## src/fifo_status_pkg.sv

```systemverilog
/*
 * fifo status and trigger gating: shared constants and types.
 * assumes: a single 250 mhz clock domain, 8-bit register reads and writes.
 */
package fifo_status_pkg;

    // ****************************************************************
    // register map
    // ****************************************************************
    localparam logic [7:0] STATUS_ADDR      = 8'h00;
    localparam logic [7:0] TRIG_CFG_ADDR    = 8'h0a;
    localparam logic [7:0] STATUS_RESET     = 8'h00;
    localparam logic [7:0] TRIG_CFG_RESET   = 8'h00;
    localparam logic [7:0] TRIG_CFG_WMASK   = 8'h3e;

    // ****************************************************************
    // field positions
    // ****************************************************************
    localparam int OVF_BIT      = 7;
    localparam int WMRK_BIT     = 6;
    localparam int CNT_MSB      = 5;
    localparam int TRIG_TRANS   = 5;
    localparam int TRIG_ORIENT  = 4;
    localparam int TRIG_PULSE   = 3;
    localparam int TRIG_FFMT    = 2;
    localparam int TRIG_VECM    = 1;
    localparam int TRIG_LSB     = 1;
    localparam int TRIG_NUM     = 5;

    // ****************************************************************
    // fifo sizing and modes
    // ****************************************************************
    localparam int          CNT_W      = 6;
    localparam logic [5:0]  FIFO_DEPTH = 6'h20;
    localparam logic [5:0]  CNT_ZERO   = 6'h00;
    localparam logic [5:0]  CNT_ONE    = 6'h01;
    localparam logic [7:0]  MODE_OFF   = 8'h00;
    localparam logic [7:0]  MODE_TRIG  = 8'h11;

    typedef enum logic [2:0] {
        ST_RUN   = 3'b001,
        ST_GATED = 3'b010,
        ST_FULL  = 3'b100
    } fill_state_e;

endpackage : fifo_status_pkg

```

## src/fifo_count_if.sv

```systemverilog
/*
 * fifo count carrier between the status top and the count tracker.
 * assumes: all signals on i_mclk.
 */
`timescale 1ns/1ns
interface fifo_count_if;
    logic       push;
    logic       pop;
    logic       gate;
    logic [5:0] count;
    logic       overflow;
    logic       gated;
    logic       stored;

    modport tracker (
        input  push,
        input  pop,
        input  gate,
        output count,
        output overflow,
        output gated,
        output stored
    );
    modport user (
        output push,
        output pop,
        output gate,
        input  count,
        input  overflow,
        input  gated,
        input  stored
    );
endinterface : fifo_count_if

```

## src/fifo_count_tracker.sv

```systemverilog
/*
 * tracks fifo fill count, overflow and trigger gating.
 * assumes: push and pop are one-cycle pulses from the sample path.
 */
`timescale 1ns/1ns
module fifo_count_tracker
    import fifo_status_pkg::*;
(
    input  wire logic   i_mclk,
    input  wire logic   i_rst,
    fifo_count_if.tracker cnt
);

    // ****************************************************************
    // fill state
    // ****************************************************************
    fill_state_e state_reg;
    fill_state_e state_next;
    logic [5:0]  count_reg;
    logic [5:0]  count_next;
    logic        ovf_reg;
    logic        ovf_next;
    logic        stored_next;
    logic        stored_reg;

    always_comb begin
        state_next  = state_reg;
        count_next  = count_reg;
        ovf_next    = ovf_reg;
        stored_next = 1'b0;
        unique case (state_reg)
            ST_RUN: begin
                if (cnt.gate) begin
                    state_next = ST_GATED;
                end else if (cnt.push) begin
                    stored_next = 1'b1;
                    if (count_reg == FIFO_DEPTH) begin
                        ovf_next = 1'b1;
                    end else begin
                        count_next = count_reg + CNT_ONE;
                    end
                end else if (cnt.pop && count_reg != CNT_ZERO) begin
                    count_next = count_reg - CNT_ONE;
                    ovf_next   = 1'b0;
                end
            end
            ST_GATED: begin
                // samples kept unchanged; only sample pops drain them
                if (cnt.pop && count_reg != CNT_ZERO) begin
                    count_next = count_reg - CNT_ONE;
                    ovf_next   = 1'b0;
                end
                if (!cnt.gate) begin
                    state_next = ST_RUN;
                end
            end
            ST_FULL: begin
                state_next = ST_RUN;
            end
            default: begin
                state_next = ST_RUN;
            end
        endcase
    end

    always_ff @(posedge i_mclk or posedge i_rst) begin
        if (i_rst) begin
            state_reg  <= ST_RUN;
            count_reg  <= CNT_ZERO;
            ovf_reg    <= 1'b0;
            stored_reg <= 1'b0;
        end else begin
            state_reg  <= state_next;
            count_reg  <= count_next;
            ovf_reg    <= ovf_next;
            stored_reg <= stored_next;
        end
    end

    assign cnt.count    = count_reg;
    assign cnt.overflow = ovf_reg;
    assign cnt.gated    = (state_reg == ST_GATED);
    assign cnt.stored   = stored_reg;
endmodule : fifo_count_tracker

```

## src/fifo_status_trigger.sv

```systemverilog
/*
 * fifo status register, trigger configuration and trigger gating.
 * assumes: register accesses arrive as one-cycle read and write strobes
 * from the serial interface; detector flags are levels on i_mclk.
 */
// Contract
// - fifo enabled shows fifo status at 00h
// - mode zero shows sample ready status
// - bits 5..0 give stored sample count
// - bit 7 overflow held while overflowed
// - bit 6 set while count at or above watermark
// - trigger mode bit 6 flags trigger event
// - status read clears fifo interrupt source
// - next stored sample re-sets source bit while overflow or bit 6 is set
// - enabled trigger event stops sample storing
// - gated fifo keeps prior samples unchanged
// - config bit 5 enables transient trigger
// - config bit 4 enables orientation trigger
// - bits 3..1 enable pulse, freefall, vector
`timescale 1ns/1ns
module fifo_status_trigger
    import fifo_status_pkg::*;
(
    input  wire logic       i_mclk,
    input  wire logic       i_rst,
    input  wire logic [7:0] i_reg_addr,
    input  wire logic [7:0] i_reg_wdata,
    input  wire logic       i_reg_wr,
    input  wire logic       i_reg_rd,
    input  wire logic [7:0] i_fifo_mode,
    input  wire logic [5:0] i_watermark,
    input  wire logic [7:0] i_sample_ready_status_reg,
    input  wire logic       i_sample_push,
    input  wire logic       i_sample_pop,
    input  wire logic [4:0] i_event_flags,
    output logic [7:0]      o_reg_rdata,
    output logic            o_store_enable,
    output logic            o_src_fifo
);

    // ****************************************************************
    // count tracker
    // ****************************************************************
    fifo_count_if cnt ();

    fifo_count_tracker u_tracker (
        .i_mclk (i_mclk),
        .i_rst  (i_rst),
        .cnt    (cnt.tracker)
    );

    // ****************************************************************
    // trigger configuration and gating
    // ****************************************************************
    logic [7:0] trig_cfg_reg;
    logic [7:0] trig_cfg_next;
    logic       trig_hit_reg;
    logic       trig_hit_next;
    logic       src_fifo_reg;
    logic       src_fifo_next;
    logic [7:0] rdata_reg;
    logic [7:0] rdata_next;
    logic       trig_mode;
    logic       fire;
    logic       wmrk;
    logic       flag_any;
    logic       status_rd;
    logic [7:0] fifo_status;

    assign trig_mode = (i_fifo_mode == MODE_TRIG);
    // per-source enable: trans, orient, pulse, ffmt, vecm
    assign fire = trig_mode &&
        |(trig_cfg_reg[TRIG_LSB +: TRIG_NUM] & i_event_flags);

    always_comb begin
        trig_cfg_next = trig_cfg_reg;
        trig_hit_next = trig_hit_reg;
        if (i_reg_wr && i_reg_addr == TRIG_CFG_ADDR) begin
            // bits 5..1 are enables; bit 4 orient, 3..1 others
            trig_cfg_next = i_reg_wdata & TRIG_CFG_WMASK;
        end
        if (!trig_mode) begin
            trig_hit_next = 1'b0;
        end else if (fire) begin
            trig_hit_next = 1'b1;
        end
    end

    assign cnt.gate  = trig_hit_reg || fire;
    assign cnt.push  = i_sample_push;
    assign cnt.pop   = i_sample_pop;
    assign o_store_enable = !(trig_hit_reg || fire);

    // ****************************************************************
    // status register and interrupt source
    // ****************************************************************
    assign wmrk = trig_mode ? trig_hit_reg
                            : (cnt.count >= i_watermark);
    assign fifo_status = {cnt.overflow, wmrk, cnt.count};
    assign flag_any  = cnt.overflow || wmrk;
    assign status_rd = i_reg_rd && i_reg_addr == STATUS_ADDR &&
                       i_fifo_mode != MODE_OFF;

    always_comb begin
        src_fifo_next = src_fifo_reg;
        rdata_next    = rdata_reg;
        if (status_rd) begin
            src_fifo_next = 1'b0;
        end
        // a fresh sample with a flag pending wins over the read
        if (cnt.stored && flag_any) begin
            src_fifo_next = 1'b1;
        end
        if (i_reg_rd) begin
            if (i_reg_addr == STATUS_ADDR) begin
                // reading never touches the count tracker
                rdata_next = (i_fifo_mode == MODE_OFF) ?
                    i_sample_ready_status_reg :
                    fifo_status;
            end else if (i_reg_addr == TRIG_CFG_ADDR) begin
                rdata_next = trig_cfg_reg;
            end else begin
                rdata_next = STATUS_RESET;
            end
        end
    end

    always_ff @(posedge i_mclk or posedge i_rst) begin
        if (i_rst) begin
            trig_cfg_reg <= TRIG_CFG_RESET;
            trig_hit_reg <= 1'b0;
            src_fifo_reg <= 1'b0;
            rdata_reg    <= STATUS_RESET;
        end else begin
            trig_cfg_reg <= trig_cfg_next;
            trig_hit_reg <= trig_hit_next;
            src_fifo_reg <= src_fifo_next;
            rdata_reg    <= rdata_next;
        end
    end

    assign o_reg_rdata = rdata_reg;
    assign o_src_fifo  = src_fifo_reg;
endmodule : fifo_status_trigger

```

## config.mk

```make
export PLATFORM = sky130hd
export DESIGN_NAME = fifo_status_trigger
export DESIGN_NICKNAME = d
export VERILOG_FILES = /design/src/fifo_status_pkg.sv /design/src/fifo_count_if.sv /design/src/fifo_count_tracker.sv /design/src/fifo_status_trigger.sv
export SDC_FILE = /design/constraint.sdc
export NUM_CORES = 1
export LEC_CHECK = 0
export ABC_CLOCK_PERIOD_IN_PS = 2500
export BUFFER_PORTS_ARGS = -buffer_cell sky130_fd_sc_hd__buf_2
export CAP_MARGIN = 20
export CORE_UTILIZATION = 50
export CTS_CLUSTER_DIAMETER = 200
export CTS_CLUSTER_SIZE = 24
export DETAILED_ROUTE_END_ITERATION = 16
export HOLD_SLACK_MARGIN = 0.02
export PLACE_DENSITY = 0.8
export SLEW_MARGIN = 10
export SYNTH_ARGS = -nofsm -noshare
export SYNTH_HDL_FRONTEND = slang
export SYNTH_HIERARCHICAL = 1
export SYNTH_SLANG_ARGS = --single-unit
```

## constraint.sdc

```tcl
create_clock -name i_mclk -period 2.5 [get_ports i_mclk]
set_clock_uncertainty 0.05 [all_clocks]
set_input_delay 0.375 -clock i_mclk [delete_from_list [all_inputs] [get_ports i_mclk]]
set_output_delay 0.375 -clock i_mclk [all_outputs]
set_load 0.02 [all_outputs]
```

Word-level counts from Yosys, hierarchy flattened
Index checks and enable logic that the tools add are counted.
{"block": "totals", "ram_bits": 0, "romBits": 0, "out_inout_bits": 10, "ff_bits": 26, "latchBits": 0, "n_memories": 0}
{"block": "classes", "n_shift": 0, "n_reduce_logical": 19, "addsub": 2, "muxes": 24, "magnitude_cmp": 1, "div": 0, "bitwise": 1, "multipliers": 0, "n_eq_ne": 11}
{"operator": "2-to-1 mux 6 bit", "count": 5}
{"operator": "zero test 8 bit", "count": 2}
{"operator": "2-to-1 mux 8 bit", "count": 2}
{"operator": "2-to-1 mux 1 bit", "count": 12}
{"operator": "one-hot mux 6 bit (2 select lines)", "count": 1}
{"operator": "== test 8 x 4 -> 1 bit (second input constant)", "count": 1}
{"operator": "== test 8 x 5 -> 1 bit (second input constant)", "count": 1}
{"operator": "nonzero test 8 bit", "count": 1}
{"operator": "adder 6 x 1 -> 6 bit (second input constant)", "count": 1}
{"operator": "== test 6 bit (second input constant)", "count": 1}
{"operator": "greater-or-equal comparator 6 bit", "count": 1}
{"operator": "logical AND 1 bit", "count": 6}
{"operator": "2-to-1 mux 3 bit", "count": 2}
{"operator": "one-hot mux 3 bit (2 select lines)", "count": 1}
{"operator": "AND reduction 3 bit", "count": 2}
{"operator": "nonzero test 6 bit", "count": 1}
{"operator": "subtractor 6 x 1 -> 6 bit (second input constant)", "count": 1}
{"operator": "bitwise AND 5 bit", "count": 1}
{"operator": "OR reduction 5 bit", "count": 1}
{"operator": "!= test 2 x 1 -> 1 bit (second input constant)", "count": 2}
{"operator": "!= test 2 bit (second input constant)", "count": 2}
{"operator": "nonzero test 2 bit", "count": 2}
{"operator": "== test 3 x 1 -> 1 bit (second input constant)", "count": 1}
{"operator": "== test 3 x 2 -> 1 bit (second input constant)", "count": 1}
{"operator": "other kinds (6)", "count": 7}

Depth between registers and ports, before layout
Gate-level depths: netlist of run 1.
{"block": "logic_depth", "word_depth": 6, "mapped_depth": 8, "mapped_depth_nobuf": 8}

Hierarchy
Netlist of run 1, hierarchy kept.
{"mod": "fifo_status_trigger", "seq_area_each_um2": 375.4, "instances": 1, "cells_per_inst": 98, "area_per_inst_um2": 997.2}
{"mod": "fifo_count_tracker", "seq_area_each_um2": 251.5, "instances": 1, "cells_per_inst": 73, "area_per_inst_um2": 669.4}

Worst setup path after synthesis of run 1
No wires, ideal clock.
{"block": "synth_timing", "kind": "input -> register", "start": "in i_event_flags[0]", "end": "reg u_tracker.count_reg[1], in the netlist u_tracker/cnt.count[1]", "setup_time_ns": 0.130, "arrival_ns": 1.697, "path_stages": 8, "n_path_buf": 0, "required_ns": 2.320, "setup_slack_ns": 0.623, "path_cell_list": "a222oi_1 nand2_1 a21o_1 nor2_1 nand2_1 o21a_2 o21ai_0 a21oi_1"}
{"block": "synth_via", "elab_chain_cells": 6}
{"element": "from (decl)", "line": "fifo_status_trigger.sv:35", "source": "input wire logic [4:0] i_event_flags,"}
{"element": "bitwise AND 5 bit", "line": "fifo_status_trigger.sv:73", "source": "|(trig_cfg_reg[TRIG_LSB +: TRIG_NUM] & i_event_flags);"}
{"element": "OR reduction 5 bit", "line": "fifo_status_trigger.sv:73"}
{"element": "logical AND 1 bit", "line": "fifo_status_trigger.sv:72", "source": "assign fire = trig_mode &&"}
{"element": "logical OR 1 bit", "line": "fifo_status_trigger.sv:89", "source": "assign cnt.gate = trig_hit_reg || fire;"}
{"element": "net cnt.gate", "line": "fifo_count_if.sv:9", "source": "logic gate;"}
{"element": "!= test 2 bit (no line)"}
{"element": "AND reduction 3 bit (no line)"}
{"element": "to (signal assigned)", "line": "fifo_count_tracker.sv:74", "source": "count_reg <= count_next;"}
{"element": "to (decl)", "line": "fifo_count_tracker.sv:19", "source": "logic [5:0] count_reg;"}
The timed path passes the listed nets, and every way through them passes these cells.
A chain may end at the register's enable or synchronous reset.

Worst setup path after layout of run 1
{"block": "layout_timing", "start": "reg trig_cfg_reg[1]", "end": "reg u_tracker.count_reg[2], in the netlist u_tracker/cnt.count[2]"}
{"block": "layout_via", "elab_chain_cells": 6}
{"element": "from (decl)", "line": "fifo_status_trigger.sv:55", "source": "logic [7:0] trig_cfg_reg;"}
{"element": "from (signal assigned)", "line": "fifo_status_trigger.sv:135", "source": "trig_cfg_reg <= trig_cfg_next;"}
{"element": "bitwise AND 5 bit", "line": "fifo_status_trigger.sv:73"}
{"element": "OR reduction 5 bit", "line": "fifo_status_trigger.sv:73"}
{"element": "logical AND 1 bit", "line": "fifo_status_trigger.sv:72"}
{"element": "logical OR 1 bit", "line": "fifo_status_trigger.sv:89"}
{"element": "net cnt.gate", "line": "fifo_count_if.sv:9"}
{"element": "!= test 2 bit (no line)"}
{"element": "AND reduction 3 bit (no line)"}
The timed path passes the listed nets, and every way through them passes these cells.

==> reports/qor.csv, run 1 <==
stage,metric,value,unit
setup_path,cp_num_buf_inv,0,
floorplanning,die_area,3570,µm²
setup_path,cp_data_required_time,2700,ps
power,power.switching,0.493,mW
global_route,antenna_found_initial,0,
setup_path,critPathMaxStageDelay,430,ps
setup_path,crit_path_cell_trace,"a222oi_1, nand2_1, a21o_1, nor2_1, nand2_1, o21a_2, a21oi_1, xnor2_1",
hold_path,min_path_type,in -> reg,
yosys,synth_nets,229,
yosys,ys_seq_area_frac,0.376,
setup_path,ff2ff_path_depth,8,
floorplanning,fp.dieH,59.7,µm
clock_tree,clock_latency,310,ps
clock_tree,cts_buffer_depth,2,
detailed_routing,ant_nets,0,
setup_path,arrival,2340,ps
setup_path,criticalPathCategory,reg -> reg,
timing,fin_tns_setup,0,ps
timing,period_needed,2140,ps
detailed_routing,dr.first_iter.drc_count,109,
detailed_routing,drt-total-wl,3700,µm
yosys,ys.flop_type,dfrtp_1,
clock_tree,cts_tree,built,
placed_design,place.gp.congestion,0.854,
layout,final_cell_mix,"55 x buf_2, 24 x dfrtp_1, 18 x inv_1",
power,leakage,1.06,nW
placed_design,hpwl,2990,µm
detailed_routing,vias,1505,
hold_path,min_to,trig_cfg_reg[1],
setup_path,r2r_end,u_tracker/cnt.count[2],
power,peakVddDrop,501,µV
layout,finalNetCount,288,
timing,fmax,467,MHz
hold_path,holdCritStartpoint,i_reg_wdata[1],
yosys,syn_area_per_cell,9.75,µm²
detailed_routing,post_drt_wl_per_cell,13.6,µm
global_route,grt_usage,0.228,
timing,rsz0062_at_grt,no,
detailed_routing,route.detailed.drc,0,
timing,worst_pin_slew,558,ps
power,seq_power_share,0.466,
timing,setup_viol,0,
flow_run,drv_cap,0,
yosys,synth_top_area_share,0.360,
yosys,async_reset_ff_frac,1.00,
power,pwr-share-clk,0.136,
clock_tree,cts_made_buffers,3,
placed_design,dp.cells,268,
layout,final_cell_area,2020,µm²
floorplanning,core-area,3100,µm²
yosys,syn_inst,171,
clock_tree,clock_sinks,25,
yosys,synth_top_cell_by_area,dfrtp_1,
floorplanning,dieWidth,59.7,µm
layout,diodes,0,
global_route,grt_pass1_vias,1383,
power,power_density,632,nW/µm²
power,switching_share,0.387,
timing,hold_violations,0,
power,combPwrFrac,0.397,
layout,drive_gt1_frac,0.332,
yosys,synth_edf_count,0,
detailed_routing,dr.pass1.iters,4,
floorplanning,io_pins,59,
yosys,netlist_area,1670,µm²
clock_tree,ctsHtreeMaxLevel,1,
setup_path,crit_fanout,6,
setup_path,critPathLaunchType,flip-flop,
layout,stdcell_count,273,
power,p_int,0.782,mW
setup_path,r2r_slack,360,ps
layout,areaGrowthSynthToFinish,21.0,%
global_route,grt_pass1_wl,6070,µm
clock_tree,root_buffer,clkbuf_4,
clock_tree,path_clk_slew,120,ps
placed_design,io_buffers,55,
layout,largest_reg_flops,8,
floorplanning,initial_core_util,0.537,
clock_tree,post_cts_resized,0,
layout,final_common_cell,buf_2,
yosys,synth_area_leaders,"dfrtp_1 36%, ha_1 6.8%, mux2_4 4.5%, a21oi_1 4.2%, mux2i_1 4.2%",
timing,fin_crit_sh,0.857,
outcome,status,"finished, final reports clean",
hold_path,hold_depth,2,
global_route,overflow,0,
yosys,yosysWarnings,6,
detailed_routing,vias_per_cell,5.51,
yosys,synth.distinct_cells,45,
setup_path,crit_top_cell,nand2_1,
timing,slew_viol_final,0,
setup_path,r2r-start,trig_cfg_reg[1],
setup_path,cp_slowest_cell,dfrtp_1,
placed_design,placed_cell_area,1980,µm²
global_route,grt_max_degree,16,
setup_path,cp-end-kind,flip-flop,
setup_path,path_delay_family,compound AO/OA/AOI/OAI gates,
yosys,ys_ff_latch,25,
floorplanning,num_rows,20,
timing,slew_headroom,0.627,
## cell families (layout without fill, tap and decap cells)
logic type / after synthesis / after routing / share of synthesized area
buf+inv: 23 / 81 / 0.0691
simple gates: 51 / 51 / 0.182
xor+xnor: 5 / 5 / 0.0263
fa+ha+maj: 9 / 9 / 0.0676
compound gates: 46 / 46 / 0.192
flops: 25 / 25 / 0.376
mux: 12 / 12 / 0.0871
## synth_stat cells, types with 2 or more instances
cell type and instances:
and4_1 2, nand2_1 9, nor3_1 3, nand3_1 5, o21ai_0 5, mux2_4 5
dfrtp_1 24, o21ai_1 4, inv_1 18, xnor2_1 3, mux2i_1 7, a2bb2oi_1 5
nand2b_1 4, a21oi_1 14, ha_1 9, nor4_4 2, nor2_1 14, or3_1 2
xor2_1 2, nand4_1 4, buf_6 2, o2bb2ai_1 3, o21a_1 2, a31oi_1 2
## worst max-delay path by stage
stage,start,end,slack [ps],cells after the start
after floorplan,i_event_flags[0],u_tracker/cnt.count[1],620,8
after global placement,i_event_flags[0],u_tracker/cnt.count[0],340,9
after detailed placement,i_event_flags[0],u_tracker/cnt.count[2],330,9
after CTS,trig_cfg_reg[2],u_tracker/cnt.count[2],380,8
after global routing,trig_cfg_reg[2],u_tracker/cnt.count[1],240,8
final,trig_cfg_reg[1],u_tracker/cnt.count[2],360,8
## timing repair
action,in CTS,in global routing
hold buffers,1,0
endpoints found under the hold margin,9,0
buffers inserted,0,0
## metal layers
layer | wire, µm | up-vias | GRT usage
li1 | - | 739 | -
met1 | 1610 | 709 | 0.283
met2 | 1840 | 53 | 0.397
met3 | 216 | 4 | 0.0519
met4 | 36 | 0 | 0.0598
met5 | 0 | - | 0
## cell type report
class / instances / area [µm²]
inverter: 19 / 83.8
fill: 283 / 1090
tap: 44 / 55.1
timing repair buffer: 58 / 300
multi-input combinational: 123 / 925
sequential: 25 / 627
clock buffer: 4 / 26.3
## per-stage QoR
| stage | setup slack [ps] | util | hold slack (ps) | total power [mW] |
|---|---|---|---|---|
| 2_1_floorplan | 623 | - | 164 | 0.936 |
| 4_1_cts | 382 | 0.650 | 226 | 1.28 |
| 3_5_place_dp | 328 | 0.638 | 330 | 1.11 |
| 3_3_place_gp | 338 | 0.638 | 332 | 1.08 |
| 6_report | 357 | 0.650 | 232 | 1.27 |
| 5_1_grt | 241 | 0.650 | 212 | 1.38 |
## power groups by stage
stage	Sequential [mW]	Combinational, mW	Clock, mW
2_1_floorplan	0.563	0.373	0
3_3_place_gp	0.598	0.480	0
3_5_place_dp	0.601	0.504	0
4_1_cts	0.593	0.507	0.181
5_1_grt	0.607	0.578	0.196
6_report	0.594	0.506	0.174
No activity file was read; power rests on OpenSTA's default activity.
==> run 2, diff against run 1 <==
--- a/config.mk
+++ b/config.mk
@@ -8,6 +8,7 @@
 export ABC_CLOCK_PERIOD_IN_PS = 2500
 export BUFFER_PORTS_ARGS = -buffer_cell sky130_fd_sc_hd__buf_2
 export CAP_MARGIN = 20
+export CORE_MARGIN = 3
 export CORE_UTILIZATION = 50
 export CTS_CLUSTER_DIAMETER = 200
 export CTS_CLUSTER_SIZE = 24
==> run 2 against run 1 <==
  * Sequential share of layout area shrank 0.058 points
  * Wire length decreased by 1.6%
  * Flip-flop and latch count unchanged
  * Non-clock buffer count unchanged
  * Register-to-register slack about the same
  * Via count decreased by 3.6%
  * Maximum frequency is 0.61% higher
  * Final cell count did not move
  * Critical path depth stayed put
  * Worst hold slack worse by 15 ps
  * Critical path type unchanged
  * Highest routed layer unchanged
==> reports/qor.csv, run 2 (same netlist as run 1, synthesis figures left out) <==
stage,metric,value,unit,change
outcome,status,"finished, final reports clean",,
floorplanning,dieWidth,63.7,µm,+6.7%
power,power,1.28,mW,+0.20%
global_route,grt_pass1_vias,1347,,-2.6%
timing,fin_crit_sh,0.852,,-0.00520
global_route,grt_pass1_wl,6020,µm,-0.69%
setup_path,arrival,2350,ps,about the same
timing,slew_headroom,0.618,,-0.00921
clock_tree,clock_sinks,25,,unchanged
timing,hold_violations,0,,unchanged
clock_tree,cts_buffer_depth,2,,unchanged
global_route,grt_usage,0.185,,-0.0425
detailed_routing,vias_per_cell,5.32,,-3.6%
power,leakage,1.05,nW,about the same
hold_path,min_path_type,in -> reg,,
setup_path,path_delay_family,compound AO/OA/AOI/OAI gates,,
timing,period_needed,2130,ps,-13.0 ps
timing,fmax,470,MHz,+0.61%
detailed_routing,drt-total-wl,3640,µm,-1.6%
floorplanning,fp.dieH,63.7,µm,+6.7%
floorplanning,initial_core_util,0.533,,-0.00430
clock_tree,clock_latency,330,ps,+20 ps
floorplanning,io_pins,59,,unchanged
flow_run,drv_cap,0,,unchanged
clock_tree,path_clk_slew,150,ps,+30 ps
setup_path,critPathLaunchType,flip-flop,,
setup_path,crit_fanout,6,,unchanged
timing,worst_pin_slew,572,ps,+13.8 ps
detailed_routing,vias,1451,,-3.6%
setup_path,cp-end-kind,flip-flop,,
floorplanning,core-area,3130,µm²,+0.81%
global_route,antenna_found_initial,0,,unchanged
detailed_routing,dr.pass1.iters,4,,unchanged
clock_tree,cts_tree,built,,
placed_design,place.gp.congestion,0.890,,+4.3%
layout,largest_reg_flops,8,,unchanged
clock_tree,root_buffer,clkbuf_4,,
layout,final_common_cell,buf_2,,
setup_path,crit_top_cell,nand2_1,,
layout,fin_util,0.646,,-0.00400
setup_path,crit_path_cell_trace,"a222oi_1, nand2_1, a21o_1, nor2_1, nand2_1, o21a_2, a21oi_1, xnor2_1",,
floorplanning,die_area,4060,µm²,+14%
layout,fillerInstances,261,,-7.8%
setup_path,cp_num_buf_inv,0,,unchanged
clock_tree,ctsHtreeMaxLevel,1,,unchanged
detailed_routing,post_drt_wl_per_cell,13.3,µm,-1.6%
layout,diodes,0,,unchanged
global_route,overflow,0,,unchanged
timing,setup_viol,0,,unchanged
setup_path,critPathMaxStageDelay,440,ps,about the same
timing,fin_tns_setup,0,ps,unchanged
layout,drive_gt1_frac,0.336,,+0.00437
power,power_density,632,nW/µm²,about the same
layout,final_cell_mix,"55 x buf_2, 24 x dfrtp_1, 18 x inv_1",,
floorplanning,num_rows,20,,unchanged
timing,slew_viol_final,0,,unchanged
detailed_routing,route.detailed.drc,0,,unchanged
placed_design,io_buffers,55,,unchanged
setup_path,cp_slowest_cell,dfrtp_1,,
layout,areaGrowthSynthToFinish,21.2,%,
clock_tree,cts_made_buffers,3,,unchanged
setup_path,criticalPathCategory,reg -> reg,,
setup_path,cp_data_required_time,2720,ps,+20 ps
placed_design,hpwl,2950,µm,-1.4%
detailed_routing,dr.first_iter.drc_count,48,,-56%
global_route,grt_max_degree,16,,unchanged
layout,finalNetCount,288,,unchanged
timing,rsz0062_at_grt,no,,
power,peakVddDrop,483,µV,-3.5%
clock_tree,cts_setup_buffers,0,,unchanged
detailed_routing,ant_nets,0,,unchanged
-- run 2: cell count changes in the layout (fill, tap and decap cells not counted) --
| cell | previous run | this run |
|---|---|---|
| clkbuf_1 | 1 | 0 |
| clkinvlp_4 | 0 | 1 |
-- run 2: where the power goes --
| group | leakage (nW) | internal (mW) | switching [mW] |
|---|---|---|---|
| logic | 0.724 | 0.249 | 0.243 |
| clock network | 0.0139 | 0.0612 | 0.129 |
| registers | 0.317 | 0.468 | 0.125 |
| total | 1.05 | 0.779 | 0.498 |
-- run 2: timing repair --
item,CTS,global route
resized for setup,0,0
hold endpoints to repair,9,0
hold buffers,1,0
-- run 2: layout make-up --
type / count / area, µm² / area share
clock buffers: 3 / 22.5 / 0.0111
inverters: 19 / 83.8 / 0.0415
flip-flops and latches: 25 / 627 / 0.310
multi-input cells: 123 / 925 / 0.458
clock inverters: 1 / 7.51 / 0.00372
well taps: 44 / 55.1 / 0.0272
repair buffers: 58 / 300 / 0.149
-- run 2: path summary, 6_finish.rpt --
kind,start,to,slack (ps),cells past startpoint
max,trig_cfg_reg[2],u_tracker/cnt.count[2],370,8
max in group asynchronous,i_rst,trig_cfg_reg[5],1420,3
min in group asynchronous,i_rst,u_tracker/cnt.overflow,530,3
min,i_reg_wdata[2],trig_cfg_reg[2],220,2
min reg2reg,o_reg_rdata[0],o_reg_rdata[0],450,1
max reg2reg,trig_cfg_reg[2],u_tracker/cnt.count[2],370,8
-- run 2: per-layer routing --
layer  wire [µm]  track usage
met5           0            0
met4          25       0.0512
met3         163       0.0228
met2        1750        0.305
met1        1700        0.256
-- run 2: per-stage QoR --
stage          cells  hold WS (ps)  worst slack (ps)  cell area [µm²]
2_1_floorplan    171           164               623             1670
3_3_place_gp     268           332               351             1980
3_5_place_dp     268           340               314             1980
4_1_cts          273           210               372             2020
5_1_grt          273           194               150             2020
6_report         273           217               370             2020
